<file path="src/rtl/sfpm_pkg.sv">
// Overview of operation
// - serial clock at most half module clock
// - transfer runs alone once started
// - completion sets done flag and interrupt
// - one transfer holds up to eight phases
// - each phase has direction, lanes, count
// - phases run in ascending order, then end
// - chip select low frames whole transfer
// - everything runs on the single module clock
// - register port, dma handshakes, one interrupt
// - start write makes sequencer decode phases
// - bus accesses become register reads/writes
// - register unit owns dma and interrupt
// - programmable divider sets serial clock rate
// - engine drives and samples data lanes
// - each lane has own data, enable
package sfpm_pkg;

    // register port
    localparam int REG_AW = 8;
    localparam int REG_DW = 32;
    localparam int DATA_WORDS = 16;
    localparam int PHASES = 8;

    // register byte offsets
    localparam logic [REG_AW-1:0] CTRL_OFF = 8'h00;
    localparam logic [REG_AW-1:0] STATUS_OFF = 8'h04;
    localparam logic [REG_AW-1:0] CLEAR_OFF = 8'h08;
    localparam logic [REG_AW-1:0] ENABLE_OFF = 8'h0c;
    localparam logic [REG_AW-1:0] PHASE_BASE = 8'h20;
    localparam logic [REG_AW-1:0] PHASE_MASK = 8'he0;
    localparam logic [REG_AW-1:0] DATA_BASE = 8'h40;
    localparam logic [REG_AW-1:0] DATA_MASK = 8'hc0;
    localparam int DATA_WINDOW_WORDS = 16;

    // control register fields
    localparam int START_BIT = 0;
    localparam int DONE_BIT = 1;
    localparam int DMA_BIT = 2;
    localparam int LAST_LSB = 4;
    localparam int LAST_W = 3;
    localparam int DIV_LSB = 8;
    localparam int DIV_W = 8;
    localparam logic [DIV_W-1:0] DIV_RESET = 8'h01;

    // phase register fields
    localparam int PCFG_W = 16;
    localparam int DIR_BIT = 0;
    localparam int LANES_LSB = 1;
    localparam int CNT_LSB = 4;
    localparam int CNT_W = 12;

    // lane width codes
    localparam logic [1:0] LANES_1 = 2'h0;
    localparam logic [1:0] LANES_2 = 2'h1;

    // interrupt events
    localparam int EV_W = 2;
    localparam int EV_DONE = 0;
    localparam int EV_REJECT = 1;

    // lane levels between transfers: lanes 2 and 3 held high, lane 1 free for input
    localparam logic [3:0] IDLE_OUT = 4'hc;
    localparam logic [3:0] IDLE_DRIVE = 4'hd;

    typedef enum logic [2:0] {
        ST_IDLE,
        ST_PHASE,
        ST_FETCH,
        ST_LOAD,
        ST_SHIFT,
        ST_STORE,
        ST_END
    } sfpm_state_e;

endpackage : sfpm_pkg

</file>
<file path="src/rtl/sfpm_mem_if.sv">
`timescale 1ns/1ps
// two ports into the data buffer: register side and serial engine side
interface sfpm_mem_if #(parameter int AW = 4);
    logic a_wr;
    logic [AW-1:0] a_addr;
    logic [31:0] a_wdata;
    logic [31:0] a_rdata;
    logic [AW-1:0] b_addr;
    logic [3:0] b_wbe;
    logic [31:0] b_wdata;
    logic [31:0] b_rdata;

    modport ctrl (
        output a_wr, a_addr, a_wdata, b_addr, b_wbe, b_wdata,
        input a_rdata, b_rdata
    );
    modport mem (
        input a_wr, a_addr, a_wdata, b_addr, b_wbe, b_wdata,
        output a_rdata, b_rdata
    );
endinterface : sfpm_mem_if

</file>
<file path="src/rtl/sfpm_data_mem.sv">
`timescale 1ns/1ps
module sfpm_data_mem #(
    parameter int DEPTH = sfpm_pkg::DATA_WORDS,
    parameter int AW = 4
) (
    input wire logic ref_clk_in, // module clock
    input wire logic reset_in, // async reset, active high
    sfpm_mem_if.mem mem_port // both access ports
);
    import sfpm_pkg::*;

    typedef struct packed {
        logic [DEPTH-1:0][31:0] word;
        logic [31:0] a_rdata;
        logic [31:0] b_rdata;
    } sfpm_mem_s;

    sfpm_mem_s r;
    sfpm_mem_s next_r;

    if (DEPTH != (1 << AW)) begin : g_bad_depth
        $error("data buffer depth must equal two to the address width");
    end

    // engine byte writes are applied after the bus write, so the engine's byte wins a same-word clash
    always_comb begin
        next_r = r;
        next_r.a_rdata = r.word[mem_port.a_addr];
        next_r.b_rdata = r.word[mem_port.b_addr];
        if (mem_port.a_wr) begin
            next_r.word[mem_port.a_addr] = mem_port.a_wdata;
        end
        for (int i = 0; i < 4; i++) begin
            if (mem_port.b_wbe[i]) begin
                next_r.word[mem_port.b_addr][i*8 +: 8] = mem_port.b_wdata[i*8 +: 8];
            end
        end
    end

    always_ff @(posedge ref_clk_in or posedge reset_in) begin
        if (reset_in) begin
            r <= '0;
        end else begin
            r <= next_r;
        end
    end

    assign mem_port.a_rdata = r.a_rdata;
    assign mem_port.b_rdata = r.b_rdata;

endmodule : sfpm_data_mem

</file>
<file path="src/rtl/sfpm_top.sv">
// Implementation choices: the placing of the registers and the plain strobed port.
`timescale 1ns/1ps
module sfpm_top #(
    parameter int DATA_WORDS = sfpm_pkg::DATA_WORDS
) (
    input wire logic ref_clk_in, // module clock, 50 MHz
    input wire logic reset_in, // async reset, active high
    input wire logic [sfpm_pkg::REG_AW-1:0] reg_addr_in, // register byte address
    input wire logic [sfpm_pkg::REG_DW-1:0] reg_wdata_in, // register write data
    input wire logic reg_write_in, // write strobe
    input wire logic reg_read_in, // read strobe
    output logic [sfpm_pkg::REG_DW-1:0] reg_rdata_out, // read data, cycle after strobe
    input wire logic tx_dma_req_clear_in, // dma withdraws transmit request
    input wire logic rx_dma_req_clear_in, // dma withdraws receive request
    output logic tx_dma_request_out, // transmit buffer may be refilled
    output logic rx_dma_request_out, // receive data waiting in buffer
    output logic irq_out, // level interrupt
    output logic sck_out, // serial clock, idle low
    output logic chip_select_low_out, // chip select, active low
    output logic lane0_data_out, // lane 0 data
    output logic lane0_output_enable_n_out, // lane 0 enable, low drives
    input wire logic lane0_data_in, // lane 0 pin level
    output logic lane1_data_out, // lane 1 data
    output logic lane1_output_enable_n_out, // lane 1 enable, low drives
    input wire logic lane1_data_in, // lane 1 pin level
    output logic lane2_data_out, // lane 2 data
    output logic lane2_output_enable_n_out, // lane 2 enable, low drives
    input wire logic lane2_data_in, // lane 2 pin level
    output logic lane3_data_out, // lane 3 data
    output logic lane3_output_enable_n_out, // lane 3 enable, low drives
    input wire logic lane3_data_in // lane 3 pin level
);
    import sfpm_pkg::*;

    localparam int WORD_AW = $clog2(DATA_WORDS);
    localparam int PTR_W = WORD_AW + 2;

    if (DATA_WORDS < 2 || DATA_WORDS > DATA_WINDOW_WORDS || DATA_WORDS != (1 << WORD_AW)) begin : g_bad_words
        $error("data buffer must be a power of two words that fits the data window");
    end

    typedef struct packed {
        logic done;
        logic use_dma;
        logic [LAST_W-1:0] last_phase;
        logic [DIV_W-1:0] div;
        logic [PHASES-1:0][PCFG_W-1:0] phase_cfg;
        logic [EV_W-1:0] status;
        logic [EV_W-1:0] enable;
        logic tx_req;
        logic rx_req;
        logic [REG_DW-1:0] rdata;
        logic rd_data_sel;
        logic [3:0] sync1;
        logic [3:0] sync2;
        sfpm_state_e state;
        logic [LAST_W-1:0] phase;
        logic [CNT_W-1:0] remain;
        logic [PTR_W-1:0] ptr;
        logic [DIV_W-1:0] div_cnt;
        logic [2:0] beat;
        logic [7:0] shreg;
        logic sck;
        logic cs_n;
        logic [3:0] lane_o;
        logic [3:0] lane_drv;
        logic had_write;
        logic had_read;
    } sfpm_top_s;

    sfpm_top_s r;
    sfpm_top_s next_r;

    sfpm_mem_if #(.AW(WORD_AW)) mem_bus ();

    sfpm_data_mem #(
        .DEPTH(DATA_WORDS),
        .AW(WORD_AW)
    ) u_data_mem (
        .ref_clk_in(ref_clk_in),
        .reset_in(reset_in),
        .mem_port(mem_bus.mem)
    );

    // address decoding shared by reads and writes
    function automatic logic is_data(input logic [REG_AW-1:0] addr);
        return (addr & DATA_MASK) == DATA_BASE;
    endfunction : is_data

    function automatic logic is_phase(input logic [REG_AW-1:0] addr);
        return (addr & PHASE_MASK) == PHASE_BASE;
    endfunction : is_phase

    // lanes taking part in a phase of the given width
    function automatic logic [3:0] lane_mask(input logic [1:0] lanes);
        case (lanes)
            LANES_1: return 4'h1;
            LANES_2: return 4'h3;
            default: return 4'hf;
        endcase
    endfunction : lane_mask

    // msb-first bits put on the lanes for one serial clock
    function automatic logic [3:0] out_bits(input logic [1:0] lanes, input logic [7:0] sh);
        case (lanes)
            LANES_1: return {3'h0, sh[7]};
            LANES_2: return {2'h0, sh[7:6]};
            default: return sh[7:4];
        endcase
    endfunction : out_bits

    // one beat of shifting; a single-lane read listens on lane 1
    function automatic logic [7:0] shift_beat(input logic [1:0] lanes, input logic [7:0] sh,
                                              input logic [3:0] pins);
        case (lanes)
            LANES_1: return {sh[6:0], pins[1]};
            LANES_2: return {sh[5:0], pins[1:0]};
            default: return {sh[3:0], pins[3:0]};
        endcase
    endfunction : shift_beat

    function automatic logic [2:0] last_beat(input logic [1:0] lanes);
        case (lanes)
            LANES_1: return 3'h7;
            LANES_2: return 3'h3;
            default: return 3'h1;
        endcase
    endfunction : last_beat

    logic [PCFG_W-1:0] cur_cfg;
    logic [1:0] cur_lanes;
    logic cur_read;
    logic [CNT_W-1:0] cur_count;
    logic [EV_W-1:0] events;
    logic [EV_W-1:0] clear;
    logic start_go;
    logic phase_done;

    assign cur_cfg = r.phase_cfg[r.phase];
    assign cur_lanes = cur_cfg[LANES_LSB +: 2];
    assign cur_read = cur_cfg[DIR_BIT];
    assign cur_count = cur_cfg[CNT_LSB +: CNT_W];

    // bus side of the buffer is a plain word window, usable while a transfer runs
    assign mem_bus.a_wr = reg_write_in & is_data(reg_addr_in);
    assign mem_bus.a_addr = reg_addr_in[2 +: WORD_AW];
    assign mem_bus.a_wdata = reg_wdata_in;
    assign mem_bus.b_addr = r.ptr[PTR_W-1:2];
    assign mem_bus.b_wbe = (r.state == ST_STORE) ? (4'h1 << r.ptr[1:0]) : 4'h0;
    assign mem_bus.b_wdata = {4{r.shreg}};

    always_comb begin
        next_r = r;
        events = '0;
        clear = '0;
        start_go = 1'b0;
        phase_done = 1'b0;
        next_r.rdata = '0;
        next_r.rd_data_sel = 1'b0;
        // pins pass two flops before any logic looks at them
        next_r.sync1 = {lane3_data_in, lane2_data_in, lane1_data_in, lane0_data_in};
        next_r.sync2 = r.sync1;

        // register writes
        if (reg_write_in) begin
            if (reg_addr_in == CTRL_OFF) begin
                next_r.use_dma = reg_wdata_in[DMA_BIT];
                next_r.last_phase = reg_wdata_in[LAST_LSB +: LAST_W];
                next_r.div = reg_wdata_in[DIV_LSB +: DIV_W];
                if (reg_wdata_in[START_BIT]) begin
                    if (r.done && r.state == ST_IDLE) begin
                        start_go = 1'b1;
                    end else begin
                        events[EV_REJECT] = 1'b1;
                    end
                end
            end else if (reg_addr_in == CLEAR_OFF) begin
                clear = reg_wdata_in[EV_W-1:0];
            end else if (reg_addr_in == ENABLE_OFF) begin
                next_r.enable = reg_wdata_in[EV_W-1:0];
            end else if (is_phase(reg_addr_in)) begin
                next_r.phase_cfg[reg_addr_in[2 +: LAST_W]] = reg_wdata_in[PCFG_W-1:0];
            end
        end

        // register reads; unmapped and write-only offsets read zero
        if (reg_read_in) begin
            if (is_data(reg_addr_in)) begin
                next_r.rd_data_sel = 1'b1;
            end else if (reg_addr_in == CTRL_OFF) begin
                next_r.rdata[DONE_BIT] = r.done;
                next_r.rdata[DMA_BIT] = r.use_dma;
                next_r.rdata[LAST_LSB +: LAST_W] = r.last_phase;
                next_r.rdata[DIV_LSB +: DIV_W] = r.div;
            end else if (reg_addr_in == STATUS_OFF) begin
                next_r.rdata[EV_W-1:0] = r.status;
            end else if (reg_addr_in == ENABLE_OFF) begin
                next_r.rdata[EV_W-1:0] = r.enable;
            end else if (is_phase(reg_addr_in)) begin
                next_r.rdata[PCFG_W-1:0] = r.phase_cfg[reg_addr_in[2 +: LAST_W]];
            end
        end

        // sequencer and serial engine; no bus action is needed once started
        case (r.state)
            ST_IDLE: begin
                next_r.cs_n = 1'b1;
                next_r.sck = 1'b0;
                next_r.lane_o = IDLE_OUT;
                next_r.lane_drv = IDLE_DRIVE;
                if (start_go) begin
                    next_r.done = 1'b0;
                    next_r.cs_n = 1'b0;
                    next_r.phase = '0;
                    next_r.ptr = '0;
                    next_r.had_write = 1'b0;
                    next_r.had_read = 1'b0;
                    next_r.state = ST_PHASE;
                end
            end
            ST_PHASE: begin
                next_r.remain = cur_count;
                next_r.beat = '0;
                next_r.div_cnt = '0;
                next_r.shreg = '0;
                if (cur_read) begin
                    next_r.lane_drv = IDLE_DRIVE & ~lane_mask(cur_lanes);
                    next_r.lane_o = IDLE_OUT & ~lane_mask(cur_lanes);
                end else begin
                    next_r.lane_drv = IDLE_DRIVE | lane_mask(cur_lanes);
                end
                if (cur_count == '0) begin
                    phase_done = 1'b1;
                end else if (cur_read) begin
                    next_r.had_read = 1'b1;
                    next_r.state = ST_SHIFT;
                end else begin
                    next_r.had_write = 1'b1;
                    next_r.state = ST_FETCH;
                end
            end
            ST_FETCH: begin
                next_r.state = ST_LOAD; // buffer read data is registered
            end
            ST_LOAD: begin
                next_r.shreg = mem_bus.b_rdata[{r.ptr[1:0], 3'h0} +: 8];
                next_r.lane_o = (IDLE_OUT & ~lane_mask(cur_lanes))
                    | (out_bits(cur_lanes, mem_bus.b_rdata[{r.ptr[1:0], 3'h0} +: 8]) & lane_mask(cur_lanes));
                next_r.beat = '0;
                next_r.div_cnt = '0;
                next_r.state = ST_SHIFT;
            end
            ST_SHIFT: begin
                // each half period within a byte lasts div+1 clocks, so sck never beats half the clock rate
                if (r.div_cnt == r.div) begin
                    next_r.div_cnt = '0;
                    next_r.sck = ~r.sck;
                    if (!r.sck) begin
                        if (cur_read) begin
                            next_r.shreg = shift_beat(cur_lanes, r.shreg, r.sync2);
                        end
                    end else begin
                        next_r.beat = r.beat + 3'h1;
                        if (!cur_read) begin
                            next_r.shreg = shift_beat(cur_lanes, r.shreg, 4'h0);
                            next_r.lane_o = (IDLE_OUT & ~lane_mask(cur_lanes))
                                | (out_bits(cur_lanes, shift_beat(cur_lanes, r.shreg, 4'h0))
                                   & lane_mask(cur_lanes));
                        end
                        if (r.beat == last_beat(cur_lanes)) begin
                            if (cur_read) begin
                                next_r.state = ST_STORE;
                            end else begin
                                next_r.ptr = r.ptr + PTR_W'(1);
                                next_r.remain = r.remain - CNT_W'(1);
                                if (r.remain == CNT_W'(1)) begin
                                    phase_done = 1'b1;
                                end else begin
                                    next_r.state = ST_FETCH;
                                end
                            end
                        end
                    end
                end else begin
                    next_r.div_cnt = r.div_cnt + DIV_W'(1);
                end
            end
            ST_STORE: begin
                // the buffer takes the received byte this cycle
                next_r.ptr = r.ptr + PTR_W'(1);
                next_r.remain = r.remain - CNT_W'(1);
                next_r.beat = '0;
                next_r.shreg = '0;
                if (r.remain == CNT_W'(1)) begin
                    phase_done = 1'b1;
                end else begin
                    next_r.state = ST_SHIFT;
                end
            end
            ST_END: begin
                next_r.cs_n = 1'b1;
                next_r.done = 1'b1;
                events[EV_DONE] = 1'b1;
                next_r.lane_o = IDLE_OUT;
                next_r.lane_drv = IDLE_DRIVE;
                next_r.state = ST_IDLE;
            end
            default: begin
                next_r.state = ST_IDLE;
            end
        endcase

        // strictly ascending, stopping after the last enabled phase
        if (phase_done) begin
            if (r.phase == r.last_phase) begin
                next_r.state = ST_END;
            end else begin
                next_r.phase = r.phase + LAST_W'(1);
                next_r.state = ST_PHASE;
            end
        end

        // sticky events: a new event beats a clear in the same cycle
        next_r.status = (r.status & ~clear) | events;
        // dma requests follow the same rule against the dma clear pulses
        next_r.tx_req = (r.tx_req & ~tx_dma_req_clear_in)
            | (events[EV_DONE] & r.use_dma & r.had_write);
        next_r.rx_req = (r.rx_req & ~rx_dma_req_clear_in)
            | (events[EV_DONE] & r.use_dma & r.had_read);
    end

    always_ff @(posedge ref_clk_in or posedge reset_in) begin
        if (reset_in) begin
            r <= '0;
            r.done <= 1'b1;
            r.div <= DIV_RESET;
            r.cs_n <= 1'b1;
            r.lane_o <= IDLE_OUT;
            r.lane_drv <= IDLE_DRIVE;
            r.state <= ST_IDLE;
        end else begin
            r <= next_r;
        end
    end

    // outputs from registers only; read data may come from the buffer's read register, irq gated by enable
    assign reg_rdata_out = r.rd_data_sel ? mem_bus.a_rdata : r.rdata;
    assign irq_out = |(r.status & r.enable);
    assign tx_dma_request_out = r.tx_req;
    assign rx_dma_request_out = r.rx_req;
    assign sck_out = r.sck;
    assign chip_select_low_out = r.cs_n;
    assign lane0_data_out = r.lane_o[0];
    assign lane1_data_out = r.lane_o[1];
    assign lane2_data_out = r.lane_o[2];
    assign lane3_data_out = r.lane_o[3];
    assign lane0_output_enable_n_out = ~r.lane_drv[0];
    assign lane1_output_enable_n_out = ~r.lane_drv[1];
    assign lane2_output_enable_n_out = ~r.lane_drv[2];
    assign lane3_output_enable_n_out = ~r.lane_drv[3];

endmodule : sfpm_top

</file>
<file path="config.mk">
export PLATFORM = sky130hd
export DESIGN_NAME = sfpm_top
export DESIGN_NICKNAME = d
export VERILOG_FILES = /design/src/rtl/sfpm_pkg.sv /design/src/rtl/sfpm_mem_if.sv /design/src/rtl/sfpm_data_mem.sv /design/src/rtl/sfpm_top.sv
export SDC_FILE = /design/constraint.sdc
export NUM_CORES = 2
export LEC_CHECK = 0
export BUFFER_PORTS_ARGS = -buffer_cell sky130_fd_sc_hd__buf_2
export CAP_MARGIN = 20
export CORE_MARGIN = 4
export CORE_UTILIZATION = 54
export CTS_CLUSTER_SIZE = 25
export DETAILED_ROUTE_END_ITERATION = 10
export GPL_TIMING_DRIVEN = 0
export PLACE_DENSITY = 0.73
export SYNTH_ARGS = -nofsm -noshare
export SYNTH_HDL_FRONTEND = slang
export SYNTH_SLANG_ARGS = --single-unit
</file>
<file path="constraint.sdc">
create_clock -name ref_clk_in -period 58.3 [get_ports ref_clk_in]
set_input_delay 11.66 -clock ref_clk_in [delete_from_list [all_inputs] [get_ports ref_clk_in]]
set_output_delay 11.66 -clock ref_clk_in [all_outputs]
set_load 0.03 [all_outputs]
</file>
==> results.yml <==
global_routing:
  grt_pass1_vias: 36920
  grt.total_usage_pct: 42.20
  antenna_found_initial: 16
  grt_start_max_net_pins: 128
  grt-ovfl-total: 0
  grt_pass1_wl_mm: 268.0
sta:
  tightest_slew_ns: 1.383
  clock.fmax_mhz: 67.19
  slew_viol_final: 0
  finalSetupViolations: 0
  layout_setup_ws_ns: 43.42
  timing.final.crit_period_ns: 14.88
  rsz0062_at_grt: "no"
  fin_crit_sh_pct: 25.53
  hold_viol_final: 0
  fin_worst_skew_ns: 0.03738
  setup_tns_ns: 0
  relSlewSlack_pct: 7.768
setup_path:
  critPathRequiredTime_ns: 58.81
  arrival_ns: 15.40
  cp-start-kind: "input port"
  critPathCaptureType: "flop"
  startpoint: "reg_addr_in[3]"
  crit_fanout: 10
  crit_type: "input port to flop"
  reg2reg_from: "mem_bus.b_addr[0]"
placement:
  post-place-ws_ns: 42.82
  placedCellCount: 5184
  port_buffers: 91
  gp_congestion: 1.064
  post-dp-hpwl_mm: 138.9
power_and_ir_drop:
  combPwrFrac_pct: 19.6
  p_clk_share_pct: 37.1
  p_switching_mw: 0.4758
  switching_share_pct: 30.14
  power_leakage_nw: 20.35
  seqPwrFrac_pct: 43.3
  power_density_nw_per_um2: 30.57
  p_int_mw: 1.103
  ir_drop_mv: 0.02988
clock_network:
  cts.clk_slew.worst_paths_ns: 0.06
  htree_num_levels: 3
  post_cts_resized: 0
  clock_latency_ns: 0.68
  cts_hold_buf: 0
  root_buffer: "clkbuf_16"
  cts_tree: "done"
  clock-sinks: 802
  cts_buffer_depth: 3
  cts_post_setup_buffers_inserted: 0
  numCtsBuffers: 89
die:
  dieArea_um2: 89000
  ios: 95
  die-height_um: 298.3
  initial_core_util_pct: 54.47
  rows: 106
  floorplan.die.width_um: 298.3
  core-area_um2: 83560
drt:
  firstDrtPassIters: 11
  postRouteAntennaNets: 0
  drc: 2
  drt-total-wl_mm: 189.6
  drt_iter0_drc: 6954
  via_per_inst: 7.189
  wl_per_cell_um: 35.33
  vias: 38590
yosys:
  async_flop_share_pct: 100.0
  ys.flop_type: "dfrtp_1"
  synth_nets: 4012
  ys_seq_elements: 802
  yosys_warnings: 0
  synth_cell_types: 64
  synth_edf_count: 0
  syn_area_per_cell_um2: 11.51
  ys_seq_area_share_pct: 44.11
  netlist_area_um2: 45520
  synth_cells: 3953
status:
  status: "finished with violations"
  violations: "DRC"
run:
  cap_viol_max_count: 0
cells_and_area:
  final_nets: 4270
  drive_gt1_share_pct: 21.23
  area_delta_synth_final_pct: 13.46
  final_util_pct: 61.81
  instances_no_fill: 5368
hold_path:
  min_from: "next_r[56]"
  min_path_type: "flop to flop"
worst paths after layout:
| kind | to | slack [ns] | depth (start not counted) |
|---|---|---|---|
| worst max-delay path | u_data_mem.r[569] | 43.42 | 8 |
| worst min-delay path | r[56] | 0.35 | 0 |
| worst max register to register | u_data_mem.r[175] | 53.76 | 9 |
| worst min register to register | r[56] | 0.35 | 0 |
| max in group asynchronous | r[220] | 45.70 | 4 |
| min in group asynchronous | u_data_mem.mem_port.a_rdata[16] | 11.00 | 2 |
layer usage:
layer / global-route usage [%] / routed length [um]
met5: 0.1623 / 107
met4: 27.57 / 16630
met3: 22.42 / 31610
met2: 57.06 / 76150
met1: 52.54 / 65140
synthesized netlist by cell type, types with 3 or more instances:
master / instances / area (um^2)
dfrtp_1: 795 / 19890
a21oi_1: 203 / 1016
o31ai_1: 3 / 22.52
xor2_1: 4 / 35.03
nand3b_1: 3 / 22.52
mux2i_1: 554 / 5545
buf_1: 58 / 217.7
clkbuf_1: 291 / 1092
ha_1: 9 / 112.6
o211ai_1: 5 / 37.54
nor3b_1: 3 / 22.52
mux4_2: 383 / 8626
nor2_1: 289 / 1085
a32oi_1: 3 / 26.28
buf_2: 16 / 80.08
nand4_1: 11 / 68.82
a31oi_1: 8 / 50.05
and3_1: 17 / 106.4
buf_6: 5 / 56.30
a32o_1: 6 / 60.06
nor4b_1: 3 / 26.28
a311oi_1: 3 / 26.28
a22oi_1: 12 / 90.09
a22o_1: 7 / 61.31
nand3_1: 31 / 155.2
nor4_1: 5 / 31.28
mux2_2: 170 / 1914
nor3_1: 24 / 120.1
and2_1: 19 / 118.9
xnor2_1: 13 / 113.9
nor2b_1: 12 / 75.07
nand2_1: 512 / 1922
o21ai_0: 399 / 1997
inv_1: 18 / 67.56
dfstp_2: 7 / 183.9
nand2b_1: 10 / 62.56
o22a_1: 3 / 26.28
a211oi_1: 5 / 37.54
layout by cell type, fill, tap and decap left out, drive strengths merged, types with 5 or more instances in the layout:
cell type and instances:
a22o 7, o21ai 399, a32o 6, clkbuf 425, nor4 6, clkinv 15, a31oi 8, diode 11
nand2 512, o211ai 5, nand4 11, dfrtp 795, xnor2 13, nand2b 10, buf 248, nor2b 12
bufinv 6, a211oi 5, ha 9, mux4 383, nand3 31, and2 19, a22oi 12, nor3 24
mux2 171, nor2 289, inv 18, a21oi 203, and3 17, mux2i 554, dfstp 7
stage by stage:
stage / cell area (um^2) / power, mW / hold WS (ns)
final: 51640 / 1.578 / 0.3510
after global routing: 51620 / 1.612 / 0.3562
after CTS: 51370 / 1.556 / 0.3541
after detailed placement: 48400 / 0.9802 / 0.3363
after global placement: 47320 / 0.9635 / 0.3373
after floorplan: 45520 / 0.8597 / 0.3312
power by group through the flow:
stage / registers (mW) / clock network (mW) / logic [mW]
2_1_floorplan: 0.668 / 0 / 0.192
3_3_place_gp: 0.684 / 0 / 0.279
3_5_place_dp: 0.687 / 0 / 0.293
4_1_cts: 0.678 / 0.583 / 0.294
5_1_grt: 0.688 / 0.606 / 0.318
6_report: 0.683 / 0.586 / 0.310
area by class of cell:
type	count	area, um^2
antenna	11	27.53
buffer	372	1479
clock buffer	134	2683
clock inverter	23	285.3
fill	6583	31910
inverter	18	75.07
multi-input combinational	2761	23920
sequential	802	20080
tap	1080	1351
timing repair buffer	167	1744
state kept, by name, summed over array words and instances, names as in the netlist:
signal,cells
u_data_mem.mem_port.b_rdata,32
lane3_data_out,1
chip_select_low_out,1
mem_bus.b_wdata,8
lane1_data_out,1
u_data_mem.mem_port.a_rdata,32
sck_out,1
r,202
u_data_mem.r,512
lane2_data_out,1
lane0_data_out,1
tx_dma_request_out,1
next_r,4
mem_bus.b_addr,4
rx_dma_request_out,1
cells by family (layout without fill, tap and decap cells):
kind of cell,Yosys count,after routing,synth area share [%]
compound gates,679,679,8.013
buf+inv,390,714,3.359
other cells,0,11,0
mux,1108,1108,35.37
xor+xnor,17,17,0.3271
simple gates,948,948,8.568
fa+ha+maj,9,9,0.2474
flops,802,802,44.11
critical path, cell delays in order:
cell      delay (ns)
buf_2           0.11
clkbuf_1        0.52
buf_1           0.66
nand3_1         0.28
nor2_1          0.77
clkbuf_1        0.98
mux2i_1         0.30
a21oi_1         0.09
Note: power is estimated with default switching activity, not from simulation.
